$ cat src/hdl/cfg_regs_pkg.sv
// Constants, field layout and states of the chip configuration registers
// What this block does
// - Drive bit 15: 0 partial, 1 full
// - Reset sets size enable, bus watch enable only
// - Drive bit reset value comes from straps
// - Bit 6 picks size pins or DMA acknowledge
// - Bit 5 enables status and debug pins
// - Bit 3 enables bus watch on external cycles
// - Bits 2..0 pick timeout 65536 down to 512
// - Reset defaults register ignores all writes
// - Defaults replaced only by asserted select pin
// - Bits 9..8 map upper address or selects
// - Defaults bit 5 reports strapped drive strength
// - Bits 4..3 report boot port width
// - Mode bit reads one, never overridden
// - Write-once bits lock after first write
// - Debug writes allowed and keep bit open
// - User access ignored and ends in error
// - Straps sampled from data pins at reset
package cfg_regs_pkg;

	// ************************************************
	// Bus and register geometry
	// ************************************************
	localparam int          ADDR_W      = 32;
	localparam int          DATA_W      = 32;
	localparam int          REG_W       = 16;
	localparam int          TSEL_W      = 3;
	localparam int          TMO_W       = 17;
	localparam logic [31:0] CFG_OFFSET  = 32'h0011_0004;
	localparam logic [31:0] DEFS_OFFSET = 32'h0011_0008;
	localparam logic [31:0] RSVD_OFFSET = 32'h0011_000C;

	// ************************************************
	// Field positions
	// ************************************************
	localparam int LOAD_BIT   = 15;
	localparam int XSIZE_BIT  = 6;
	localparam int DBGPIN_BIT = 5;
	localparam int WATCH_BIT  = 3;
	localparam int TSEL_LSB   = 0;
	localparam int CSMAP_LSB  = 8;
	localparam int RDRV_BIT   = 5;
	localparam int BOOT_LSB   = 3;
	localparam int MODE_BIT   = 0;
	localparam int PRIV_BIT   = 0;
	localparam int LANE_LO    = 0;
	localparam int LANE_HI    = 1;

	// ************************************************
	// Reset values and defaults
	// ************************************************
	localparam logic              LOAD_RST    = 1'b0;
	localparam logic              XSIZE_RST   = 1'b1;
	localparam logic              DBGPIN_RST  = 1'b0;
	localparam logic              WATCH_RST   = 1'b1;
	localparam logic [TSEL_W-1:0] TSEL_RST    = 3'h0;
	localparam logic [1:0]        CSMAP_DEF   = 2'h0;
	localparam logic              DRV_DEF     = 1'b0;
	localparam logic [1:0]        BOOT_DEF    = 2'h0;
	localparam logic              MODE_MASTER = 1'b1;
	localparam logic [1:0]        BOOT_16     = 2'h1;
	localparam logic [1:0]        BOOT_8      = 2'h2;
	localparam logic [1:0]        CSMAP_ALL   = 2'h3;

	// ************************************************
	// Timing
	// ************************************************
	localparam logic [TMO_W-1:0] BUS_WATCH_MAX = 17'h10000;

	// ************************************************
	// Strap capture states
	// ************************************************
	typedef enum logic [2:0] {
		ST_SAMPLE = 3'b001,
		ST_LOAD   = 3'b010,
		ST_RUN    = 3'b100
	} strap_state_t;

endpackage

$ cat src/hdl/chip_config_regs.sv
// Chip configuration and reset defaults registers behind an APB slave
//
// The register offsets and register access over APB are this design's own decisions.
`timescale 1ns/10ps
module chip_config_regs
	import cfg_regs_pkg::*;
(
	// Clock and reset
	input  wire logic                              ref_clk,
	input  wire logic                              reset,
	// APB slave
	input  wire logic                              psel,
	input  wire logic                              penable,
	input  wire logic                              pwrite,
	input  wire logic [cfg_regs_pkg::ADDR_W-1:0]   paddr,
	input  wire logic [cfg_regs_pkg::DATA_W-1:0]   pwdata,
	input  wire logic [3:0]                        pstrb,
	input  wire logic [2:0]                        pprot,
	output logic      [cfg_regs_pkg::DATA_W-1:0]   prdata,
	output logic                                   pready,
	output logic                                   pslverr,
	// Processor state
	input  wire logic                              debug_mode,
	// Reset configuration straps
	input  wire logic                              config_select_pin_n,
	input  wire logic [1:0]                        cs_map_strap,
	input  wire logic                              drive_strap,
	input  wire logic [1:0]                        boot_strap,
	// Pad and pin function controls
	output logic                                   pad_drive_full,
	output logic                                   xfer_size_pin_enable,
	output logic                                   dma_ack_pin_enable,
	output logic                                   debug_status_pin_enable,
	output logic [2:0]                             cs_pin_select,
	// Boot and mode
	output logic                                   boot_port_8bit,
	output logic                                   boot_port_16bit,
	output logic                                   boot_port_32bit,
	output logic                                   chip_master_mode,
	// Bus watch
	output logic                                   bus_watch_enable,
	output logic [cfg_regs_pkg::TMO_W-1:0]         bus_watch_timeout_sel
);

	import cfg_regs_pkg::*;

	// ************************************************
	// Address decode
	// ************************************************
	logic              setup_ph;
	logic              access_ph;
	logic              hit_cfg;
	logic              hit_defs;
	logic              hit_rsvd;
	logic              mapped;
	logic              privileged;
	logic              refused;
	logic              wr_ok;
	logic              cfg_wr;
	logic              cfg_lo_wr;
	logic              cfg_hi_wr;

	assign setup_ph   = psel & ~penable;
	assign access_ph  = psel & penable;
	assign hit_cfg    = (paddr == CFG_OFFSET);
	assign hit_defs   = (paddr == DEFS_OFFSET);
	assign hit_rsvd   = (paddr == RSVD_OFFSET);
	assign mapped     = hit_cfg | hit_defs | hit_rsvd;
	assign privileged = pprot[PRIV_BIT];
	assign refused    = ~mapped | ~privileged;
	assign wr_ok      = access_ph & pwrite & ~refused;
	// Defaults register has no write path at all
	assign cfg_wr     = wr_ok & hit_cfg;
	assign cfg_lo_wr  = cfg_wr & pstrb[LANE_LO];
	assign cfg_hi_wr  = cfg_wr & pstrb[LANE_HI];

	// ************************************************
	// Reset configuration
	// ************************************************
	logic [1:0]        csmap_def;
	logic              drv_def;
	logic [1:0]        boot_def;
	logic              strap_load;

	reset_strap_capture u_strap (
		.ref_clk                 (ref_clk),
		.reset                   (reset),
		.config_select_pin_n     (config_select_pin_n),
		.cs_map_strap            (cs_map_strap),
		.drive_strap             (drive_strap),
		.boot_strap              (boot_strap),
		.chip_select_map_default (csmap_def),
		.pad_drive_default       (drv_def),
		.boot_port_width         (boot_def),
		.strap_load              (strap_load)
	);

	// ************************************************
	// Configuration register fields
	// ************************************************
	logic              load_val;
	logic              load_lock;
	logic              watch_val;
	logic              watch_lock;
	logic [TSEL_W-1:0] tsel_val;
	logic              tsel_lock;
	logic              xsize_r;
	logic              xsize_nxt;
	logic              dbgpin_r;
	logic              dbgpin_nxt;

	// Drive bit starts from the strap, not a constant
	write_once_field #(.W(1), .RST(LOAD_RST)) u_load (
		.ref_clk    (ref_clk),
		.reset      (reset),
		.init_load  (strap_load),
		.init_value (drv_def),
		.wr_en      (cfg_hi_wr),
		.wr_value   (pwdata[LOAD_BIT]),
		.debug_mode (debug_mode),
		.value      (load_val),
		.locked     (load_lock)
	);

	write_once_field #(.W(1), .RST(WATCH_RST)) u_watch (
		.ref_clk    (ref_clk),
		.reset      (reset),
		.init_load  (strap_load),
		.init_value (WATCH_RST),
		.wr_en      (cfg_lo_wr),
		.wr_value   (pwdata[WATCH_BIT]),
		.debug_mode (debug_mode),
		.value      (watch_val),
		.locked     (watch_lock)
	);

	write_once_field #(.W(TSEL_W), .RST(TSEL_RST)) u_tsel (
		.ref_clk    (ref_clk),
		.reset      (reset),
		.init_load  (strap_load),
		.init_value (TSEL_RST),
		.wr_en      (cfg_lo_wr),
		.wr_value   (pwdata[TSEL_LSB+TSEL_W-1:TSEL_LSB]),
		.debug_mode (debug_mode),
		.value      (tsel_val),
		.locked     (tsel_lock)
	);

	assign xsize_nxt  = cfg_lo_wr ? pwdata[XSIZE_BIT]  : xsize_r;
	assign dbgpin_nxt = cfg_lo_wr ? pwdata[DBGPIN_BIT] : dbgpin_r;

	always_ff @(posedge ref_clk or posedge reset) begin
		if (reset) begin
			xsize_r  <= XSIZE_RST;
			dbgpin_r <= DBGPIN_RST;
		end else begin
			xsize_r  <= xsize_nxt;
			dbgpin_r <= dbgpin_nxt;
		end
	end

	// ************************************************
	// Register images
	// ************************************************
	logic [REG_W-1:0]  cfg_value;
	logic [REG_W-1:0]  defs_value;
	logic [DATA_W-1:0] rd_value;
	logic [DATA_W-1:0] prdata_r;
	logic [DATA_W-1:0] prdata_nxt;

	// Reserved bits are not stored, so stray ones read back as zero
	assign cfg_value  = {load_val, 8'h00, xsize_r, dbgpin_r, 1'b0,
	                     watch_val, tsel_val};
	assign defs_value = {6'h00, csmap_def, 2'h0, drv_def, boot_def,
	                     2'h0, MODE_MASTER};
	assign rd_value   = (refused | pwrite) ? 32'h0000_0000 :
	                    hit_cfg  ? {16'h0000, cfg_value}  :
	                    hit_defs ? {16'h0000, defs_value} : 32'h0000_0000;
	// Read data is latched in setup so it comes from a flop in access
	assign prdata_nxt = setup_ph ? rd_value : prdata_r;

	always_ff @(posedge ref_clk or posedge reset) begin
		if (reset) begin
			prdata_r <= 32'h0000_0000;
		end else begin
			prdata_r <= prdata_nxt;
		end
	end

	assign prdata  = prdata_r;
	assign pready  = 1'b1;
	assign pslverr = access_ph & refused;

	// ************************************************
	// Pin function outputs
	// ************************************************
	assign pad_drive_full          = load_val;
	assign xfer_size_pin_enable    = xsize_r;
	assign dma_ack_pin_enable      = ~xsize_r;
	assign debug_status_pin_enable = dbgpin_r;
	assign bus_watch_enable        = watch_val;
	// Halving per step: 000 is 65536, 111 is 512
	assign bus_watch_timeout_sel   = BUS_WATCH_MAX >> tsel_val;
	assign cs_pin_select           = {csmap_def != 2'h0, csmap_def[1],
	                                  csmap_def == CSMAP_ALL};
	assign boot_port_8bit          = (boot_def == BOOT_8);
	assign boot_port_16bit         = (boot_def == BOOT_16);
	assign boot_port_32bit         = ~boot_port_8bit & ~boot_port_16bit;
	assign chip_master_mode        = defs_value[MODE_BIT];

	// ************************************************
	// Checks
	// ************************************************
	property p_drive_write;
		@(posedge ref_clk) disable iff (reset)
		(cfg_hi_wr && !load_lock && !strap_load)
			|=> pad_drive_full == $past(pwdata[LOAD_BIT]);
	endproperty
	a_drive_write: assert property (p_drive_write)
		else $error("drive strength did not follow first write");

	property p_reset_image;
		@(posedge ref_clk) disable iff (reset)
		$fell(reset) |-> (cfg_value[XSIZE_BIT] && cfg_value[WATCH_BIT]
		                  && cfg_value[14:7] == 8'h00 && !dbgpin_r
		                  && tsel_val == TSEL_RST);
	endproperty
	a_reset_image: assert property (p_reset_image)
		else $error("configuration register reset image wrong");

	property p_drive_from_strap;
		@(posedge ref_clk) disable iff (reset)
		strap_load |=> (load_val == $past(drv_def)) && !load_lock;
	endproperty
	a_drive_from_strap: assert property (p_drive_from_strap)
		else $error("drive reset value not taken from strap");

	property p_size_pins;
		@(posedge ref_clk) disable iff (reset)
		cfg_lo_wr |=> (xfer_size_pin_enable == $past(pwdata[XSIZE_BIT]))
		              && (dma_ack_pin_enable != xfer_size_pin_enable);
	endproperty
	a_size_pins: assert property (p_size_pins)
		else $error("size pin select did not follow write");

	property p_status_pins;
		@(posedge ref_clk) disable iff (reset)
		cfg_lo_wr ##1 !cfg_lo_wr |-> debug_status_pin_enable
		                            == $past(pwdata[DBGPIN_BIT]);
	endproperty
	a_status_pins: assert property (p_status_pins)
		else $error("status pin enable did not follow write");

	property p_watch_enable;
		@(posedge ref_clk) disable iff (reset)
		(cfg_lo_wr && (!watch_lock || debug_mode) && !strap_load)
			|=> bus_watch_enable == $past(pwdata[WATCH_BIT]);
	endproperty
	a_watch_enable: assert property (p_watch_enable)
		else $error("bus watch enable did not follow write");

	property p_timeout;
		@(posedge ref_clk) disable iff (reset)
		(tsel_val == 3'h7) |-> (bus_watch_timeout_sel == 17'h00200)
		                       && (cfg_value[2:0] == 3'h7);
	endproperty
	a_timeout: assert property (p_timeout)
		else $error("shortest bus watch timeout not 512");

	property p_defaults_ro;
		@(posedge ref_clk) disable iff (reset)
		(access_ph && pwrite && hit_defs && !strap_load)
			|=> $stable(defs_value) && $stable(cfg_value);
	endproperty
	a_defaults_ro: assert property (p_defaults_ro)
		else $error("write changed the defaults register");

	property p_cs_map;
		@(posedge ref_clk) disable iff (reset)
		(csmap_def == 2'h1) |-> (cs_pin_select == 3'h4);
	endproperty
	a_cs_map: assert property (p_cs_map)
		else $error("chip select map 01 decoded wrongly");

	property p_mode;
		@(posedge ref_clk) disable iff (reset)
		setup_ph && hit_defs && !pwrite && privileged
			|=> prdata[0] && prdata[31:16] == 16'h0000;
	endproperty
	a_mode: assert property (p_mode)
		else $error("mode bit or upper read bits wrong");

	property p_user_refused;
		@(posedge ref_clk) disable iff (reset)
		(access_ph && !privileged) |-> pslverr
			##1 ($stable(cfg_value) || $past(strap_load));
	endproperty
	a_user_refused: assert property (p_user_refused)
		else $error("user access not refused or had effect");

	property p_load_locked;
		@(posedge ref_clk) disable iff (reset)
		(cfg_hi_wr && load_lock && !debug_mode) |=> $stable(load_val);
	endproperty
	a_load_locked: assert property (p_load_locked)
		else $error("locked drive bit changed");

endmodule // chip_config_regs

$ cat src/hdl/reset_strap_capture.sv
// Reset-time sampling of configuration straps
`timescale 1ns/10ps
module reset_strap_capture
	import cfg_regs_pkg::*;
(
	// Clock and reset
	input  wire logic       ref_clk,
	input  wire logic       reset,
	// Strap pins
	input  wire logic       config_select_pin_n,
	input  wire logic [1:0] cs_map_strap,
	input  wire logic       drive_strap,
	input  wire logic [1:0] boot_strap,
	// Captured defaults
	output logic      [1:0] chip_select_map_default,
	output logic            pad_drive_default,
	output logic      [1:0] boot_port_width,
	output logic            strap_load
);

	strap_state_t state_r;
	strap_state_t state_nxt;
	logic [1:0]   csmap_r;
	logic [1:0]   csmap_nxt;
	logic         drv_r;
	logic         drv_nxt;
	logic [1:0]   boot_r;
	logic [1:0]   boot_nxt;
	logic         sample;
	logic         use_pins;

	// Async reset may only load constants, so pins are read after release
	assign sample    = (state_r == ST_SAMPLE);
	assign use_pins  = sample & ~config_select_pin_n;
	assign csmap_nxt = use_pins ? cs_map_strap : sample ? CSMAP_DEF : csmap_r;
	assign drv_nxt   = use_pins ? drive_strap  : sample ? DRV_DEF   : drv_r;
	assign boot_nxt  = use_pins ? boot_strap   : sample ? BOOT_DEF  : boot_r;

	always_comb begin
		state_nxt = state_r;
		case (state_r)
			ST_SAMPLE: state_nxt = ST_LOAD;
			ST_LOAD:   state_nxt = ST_RUN;
			ST_RUN:    state_nxt = ST_RUN;
			default:   state_nxt = ST_RUN;
		endcase
	end

	always_ff @(posedge ref_clk or posedge reset) begin
		if (reset) begin
			state_r <= ST_SAMPLE;
			csmap_r <= CSMAP_DEF;
			drv_r   <= DRV_DEF;
			boot_r  <= BOOT_DEF;
		end else begin
			state_r <= state_nxt;
			csmap_r <= csmap_nxt;
			drv_r   <= drv_nxt;
			boot_r  <= boot_nxt;
		end
	end

	assign chip_select_map_default = csmap_r;
	assign pad_drive_default       = drv_r;
	assign boot_port_width         = boot_r;
	assign strap_load              = (state_r == ST_LOAD);

	property p_defaults_kept;
		@(posedge ref_clk) disable iff (reset)
		(sample && config_select_pin_n) |=>
			(csmap_r == CSMAP_DEF && drv_r == DRV_DEF && boot_r == BOOT_DEF);
	endproperty
	a_defaults_kept: assert property (p_defaults_kept)
		else $error("defaults replaced without select pin");

	property p_defaults_frozen;
		@(posedge ref_clk) disable iff (reset)
		(state_r == ST_RUN) |=> ($stable(csmap_r) && $stable(drv_r)
		                         && $stable(boot_r));
	endproperty
	a_defaults_frozen: assert property (p_defaults_frozen)
		else $error("defaults changed after reset configuration");

endmodule // reset_strap_capture

$ cat src/hdl/write_once_field.sv
// Write-once register field with its own lock flag
`timescale 1ns/10ps
module write_once_field #(
	parameter int         W   = 1,
	parameter logic [W-1:0] RST = '0
) (
	// Clock and reset
	input  wire logic         ref_clk,
	input  wire logic         reset,
	// Reset-time initial value
	input  wire logic         init_load,
	input  wire logic [W-1:0] init_value,
	// Software write
	input  wire logic         wr_en,
	input  wire logic [W-1:0] wr_value,
	input  wire logic         debug_mode,
	// Field state
	output logic      [W-1:0] value,
	output logic              locked
);

	logic [W-1:0] value_r;
	logic [W-1:0] value_nxt;
	logic         locked_r;
	logic         locked_nxt;
	logic         wr_allowed;

	assign wr_allowed = wr_en & (~locked_r | debug_mode);
	assign value_nxt  = init_load  ? init_value :
	                    wr_allowed ? wr_value   : value_r;
	// Debug writes leave the lock open
	assign locked_nxt = locked_r | (wr_en & ~debug_mode);

	always_ff @(posedge ref_clk or posedge reset) begin
		if (reset) begin
			value_r  <= RST;
			locked_r <= 1'b0;
		end else begin
			value_r  <= value_nxt;
			locked_r <= locked_nxt;
		end
	end

	assign value  = value_r;
	assign locked = locked_r;

	property p_lock_hold;
		@(posedge ref_clk) disable iff (reset)
		(locked_r && !debug_mode && !init_load) |=> $stable(value_r);
	endproperty
	a_lock_hold: assert property (p_lock_hold)
		else $error("locked field changed outside debug");

	property p_debug_open;
		@(posedge ref_clk) disable iff (reset)
		(!locked_r && debug_mode && wr_en && !init_load)
			|=> (!locked_r && value_r == $past(wr_value));
	endproperty
	a_debug_open: assert property (p_debug_open)
		else $error("debug write did not land or locked field");

	property p_first_lock;
		@(posedge ref_clk) disable iff (reset)
		(!locked_r && !debug_mode && wr_en) |=> locked_r [*2];
	endproperty
	a_first_lock: assert property (p_first_lock)
		else $error("lock not set by first normal write");

endmodule // write_once_field

$ cat config.mk
export PLATFORM = sky130hd
export DESIGN_NAME = chip_config_regs
export DESIGN_NICKNAME = d
export VERILOG_FILES = /design/src/hdl/cfg_regs_pkg.sv /design/src/hdl/chip_config_regs.sv /design/src/hdl/reset_strap_capture.sv /design/src/hdl/write_once_field.sv
export SDC_FILE = /design/constraint.sdc
export NUM_CORES = 1
export LEC_CHECK = 0
export BUFFER_PORTS_ARGS = -buffer_cell sky130_fd_sc_hd__buf_2
export CAP_MARGIN = 5
export CORE_MARGIN = 2
export CORE_UTILIZATION = 25
export DETAILED_ROUTE_END_ITERATION = 8
export HOLD_SLACK_MARGIN = 0.1
export PLACE_DENSITY = 0.64
export SLEW_MARGIN = 5
export SYNTH_ARGS = -nofsm -noshare
export SYNTH_HDL_FRONTEND = slang
export SYNTH_SLANG_ARGS = --single-unit
$ cat constraint.sdc
create_clock -name ref_clk -period 3.28 [get_ports ref_clk]
set_clock_uncertainty 0.15 [all_clocks]
set_input_delay 0.164 -clock ref_clk [delete_from_list [all_inputs] [get_ports ref_clk]]
set_output_delay 0.164 -clock ref_clk [all_outputs]
set_load 0.05 [all_outputs]
### Word-level counts from Yosys, hierarchy flattened

Cells that the tools add are included.

* flip-flop bits (word level): 50

* equal/unequal tests: 8
* shift operators: 1
* muxes and demuxes: 15
* bitwise operators: 37
* reduce and logical (&&, ||, !) cells: 5

Operator list (number)
* 32-bit by 21-bit equality test with 1-bit output (second input constant): 3
* 16-bit 2-to-1 mux: 2
* 17-bit by 3-bit right shift with 17-bit output (first input constant): 1
* 1-bit AND: 15
* 1-bit NOT: 12
* 10-bit 2-to-1 mux: 1
* 1-bit bitwise OR: 10
* 2-bit nonzero test: 5
* 3-bit 2-to-1 mux: 3
* 1-bit 2-to-1 mux: 6
* 2-bit 2-to-1 mux: 3
* 2-bit equality test (second input constant): 2
* 3-bit by 1-bit equality test with 1-bit output (second input constant): 1
* 3-bit by 2-bit equality test with 1-bit output (second input constant): 1
* 2-bit by 1-bit equality test with 1-bit output (second input constant): 1

### Longest topological paths before layout

* depth in word-level cells: 12
* mapped depth: 5

### Modules after synthesis

Synthesis repeated with hierarchy kept, for this count alone.

* cells, all modules: 177
* area, all modules: 1889.3 um^2

Modules (own cells, without submodules)
* chip_config_regs: instances 1, cells each 119, area each 1148.6 um^2, sequential area each 301.5 um^2
* reset_strap_capture: instances 1, cells each 23, area each 326.6 um^2, sequential area each 201.4 um^2
* write_once_field (u_tsel): instances 1, cells each 15, area each 197.7 um^2, sequential area each 100.1 um^2
* write_once_field (u_watch): instances 1, cells each 10, area each 108.9 um^2, sequential area each 51.3 um^2
* write_once_field (u_load): instances 1, cells each 10, area each 107.6 um^2, sequential area each 50.0 um^2

### Worst setup path after synthesis

Ideal clock, no wire load.

* path kind: reg2out
* start point: reg u_tsel.value_r[0] (netlist: u_tsel.value[0])
* end point: out bus_watch_timeout_sel[12] in the netlist's numbering
* arrival: 1.665 ns
* data required time: 2.966 ns
* path slack: 1.301 ns
* stages on the path, launching flop included: 3
* cell sequence: dfrtp_1 > clkbuf_8 > nor3b_1

* cells in the longest elaborated chain, start to end: 1

Ends and longest elaborated chain
* from (decl): line write_once_field.sv:22 `logic [W-1:0] value_r;`
* from (signal assigned): line write_once_field.sv:39 `value_r <= value_nxt;`
* 17-bit by 3-bit right shift with 17-bit output: line chip_config_regs.sv:203 `assign bus_watch_timeout_sel = BUS_WATCH_MAX >> tsel_val;`
* to (decl): line chip_config_regs.sv:42 `output logic [cfg_regs_pkg::TMO_W-1:0] bus_watch_timeout_sel`

Every way passes these cells.

### Final worst setup path

* start point: reg u_strap.state_r[0]
* end point: reg u_strap.boot_r[0] (netlist: u_strap.boot_port_width[0])

* cells in the longest elaborated chain, start to end: 3
* elaborated cells on any way between the ends: 4
* those cells by class: eq/ne: 1; mux: 1; bitwise: 1; reduce/logical: 1

Ends and longest elaborated chain
* from (decl): line reset_strap_capture.sv:21 `strap_state_t state_r;`
* from (signal assigned): line reset_strap_capture.sv:56 `state_r <= state_nxt;`
* 3-bit by 1-bit equality test with 1-bit output (*): line reset_strap_capture.sv:33 `assign sample = (state_r == ST_SAMPLE);`
* net u_strap.sample: line reset_strap_capture.sv:29 `logic sample;`
* 1-bit AND: line reset_strap_capture.sv:34 `assign use_pins = sample & ~config_select_pin_n;`
* 2-bit 2-to-1 mux or 2-bit nonzero test (tied branches)
* to (signal assigned): line reset_strap_capture.sv:59 `boot_r <= boot_nxt;`
* to (decl): line reset_strap_capture.sv:27 `logic [1:0] boot_r;`

The timed path passes the listed nets; every way through them passes the cells marked *.
A chain may end at the register's enable or synchronous reset.

==> results.json <==
{
  "status": "complete, no violations",
  "root_buffer": "clkbuf_8",
  "clk_pin_slew_ps": 100,
  "slew_viol_final": 0,
  "synthesis.area_um2": 1780,
  "post-cts-setup-buffers": 0,
  "cts_tree": "done",
  "rsz0062_at_grt": "no",
  "path_cells": "nand2_1 -> inv_1 -> nand3b_1 -> dlygate4sd3_1 -> o21ai_0",
  "drive_gt1_share_pct": 39.0,
  "slowest_delay_ps": 550,
  "ctsResizeCount": 0,
  "synth.yosys.warnings": 0,
  "worst_slew_pin_slew_ps": 1060,
  "min_period_ps": 1800,
  "setup_viol_count_final": 0,
  "vias": 1465,
  "ir_drop_mv": 0.177,
  "coreArea_um2": 6830,
  "rows": 30,
  "hp-class": "in -> reg",
  "cp_num_buf_inv": 2,
  "worst-path-max-fanout": 8,
  "syn_to_final_growth_pct": 34.6,
  "post_drt_wl_per_cell_um": 11.7,
  "ys_ff_latch": 28,
  "max_freq_ghz": 0.554,
  "num-nets-final": 355,
  "period_share_pct": 55.0,
  "hold_depth": 4,
  "antennaDiodeCount": 0,
  "cp_top_family": "buffers and inverters",
  "drt-initial-drc-count": 26,
  "setup_ws_ps": 1480,
  "cp.depth": 5,
  "rr_worst_depth": 5,
  "synth_top_cell_area_share_pct": 35.1,
  "ys_top_cells_by_area": "dfrtp_1 35%, buf_4 14%, dfstp_2 4.4%",
  "crit_slowest_cell": "dlygate4sd3_1",
  "grt_overflow": 0,
  "htreeDepth": 1,
  "start_util_pct": 26.1,
  "crit_type": "reg -> reg",
  "yosys.area.top_type": "dfrtp_1",
  "gp_congestion": 0.791,
  "dp_slack_ps": 1200,
  "grt_usage_pct": 10.9,
  "required_ps": 3330,
  "final.setup.tns_ps": 0,
  "grt_pass1_vias": 1330,
  "synthDistinctLibCells": 42,
  "die-height_um": 88.5,
  "layout_common_cells": "83 x buf_2, 34 x conb_1, 25 x dfrtp_1, 19 x dlygate4sd3_1, 15 x nand2_1",
  "synthArstFlopShare_pct": 100,
  "ios": 146,
  "slew_headroom_pct": 29.2,
  "wirelength_um": 4260,
  "mostFrequentLayoutCell": "buf_2",
  "numClockSinks": 28,
  "seq_area_frac_synth_pct": 39.5,
  "detail-route-antenna-nets": 0,
  "clk_latency_ps": 270,
  "synth_edf_count": 0,
  "synthCells": 169,
  "dp_hpwl_um": 3420,
  "portBuffers": 83,
  "cap_violations": 0,
  "vias_per_cell": 4.01,
  "syn_avg_cell_area_um2": 10.6,
  "power.density_nw_per_um2": 360,
  "hold_viol": 0,
  "end_kind": "flop",
  "dieArea_um2": 7820,
  "drt_first_pass_iters": 2,
  "cellLeakagePower_uw": 0.00126,
  "cts-buffers-inserted": 3,
  "drc": 0,
  "cp-start-kind": "flop",
  "antenna_found_initial": 0,
  "synth_ff_type": "dfrtp_1",
  "grt_max_degree": 29,
  "chipWidth_um": 88.5,
  "clock_path_buffers": 2,
  "arrival_ps": 1850,
  "grt_pass1_wl_um": 6610,
  "fin_util_pct": 35.1
}
logic make-up after synthesis:
group                      share of synthesized area [%]
and+or+nand+nor                                     24.7
buffers and inverters                               18.5
AOI/OAI and AO/OA                                   12.6
DFF                                                 39.5
other                                              0.421
muxes                                               2.88
adders and majority gates                           1.40
report_power, final:
| group | internal (µW) | switching, µW | total, µW | leakage, µW |
|---|---|---|---|---|
| registers | 354 | 7.73 | 362 | 0.000360 |
| logic | 59.2 | 169 | 228 | 0.000867 |
| clock network | 163 | 111 | 274 | 0.0000357 |
| total | 577 | 287 | 864 | 0.00126 |
repair_timing:
action                                  4_1_cts  5_1_grt
hold endpoints to repair                     38        0
endpoints found under the setup margin        0        0
hold buffers                                 19        0
cells in the mapped netlist, drive strengths merged (4+ instances only):
library cell / number
dfrtp: 25
inv: 8
a32o: 4
nor3b: 4
a22o: 4
clkbuf: 4
o21ai: 8
nand2b: 4
nor2: 9
nand2: 15
buf: 34
nor2b: 4
mux2i: 4
nor4: 6
state kept, by name, indices dropped and copies added, names as in the netlist:
name,cells
prdata,10
u_strap.state_r,3
u_tsel.value,3
u_strap.boot_port_width,2
u_strap.chip_select_map_default,2
debug_status_pin_enable,1
u_load.locked,1
u_load.value,1
u_strap.pad_drive_default,1
u_tsel.locked,1
u_watch.locked,1
u_watch.value,1
xfer_size_pin_enable,1
cell type report:
class                   instances  area (µm²)
clock buffers                   3        41.3
repair buffers                102         606
clock inverters                 1        30.0
fillers                       729        4430
inverters                       8        30.0
flip-flops and latches         28         704
multi-input cells             127         868
well taps                      96         120
path summary, 6_finish.rpt:
check | start | slack (ps) | endpoint
setup / recovery | u_strap.state_r[0] | 1480 | u_strap.boot_port_width[0]
hold / removal | pwrite | 120 | prdata[3]
setup reg to reg | u_strap.state_r[0] | 1480 | u_strap.boot_port_width[0]
hold reg to reg | u_watch.locked | 320 | u_watch.locked
max in group asynchronous | reset | 1810 | u_load.value
min in group asynchronous | reset | 540 | prdata[9]
layer usage:
layer	routed length (µm)	GRT usage [%]	vias to the layer above
li1	-	-	721
met4	8	1.79	0
met5	0	0	-
met2	2190	19.3	51
met1	1800	13.3	691
met3	258	3.36	2
tightest hold or removal path, stage by stage:
cell and delay (ps):
buf_2 110, nor2_1 60, nand2_1 90, o21ai_0 90
through the flow:
step	instances	cell area, µm²	power [µW]	hold WS (ps)
floorplan	201	1900	560	77.2
global placement	342	2140	581	236
detailed placement	342	2140	583	240
CTS	365	2400	880	109
global route	365	2400	911	146
finish	365	2400	864	120
Power figures use the tool's default switching activity.
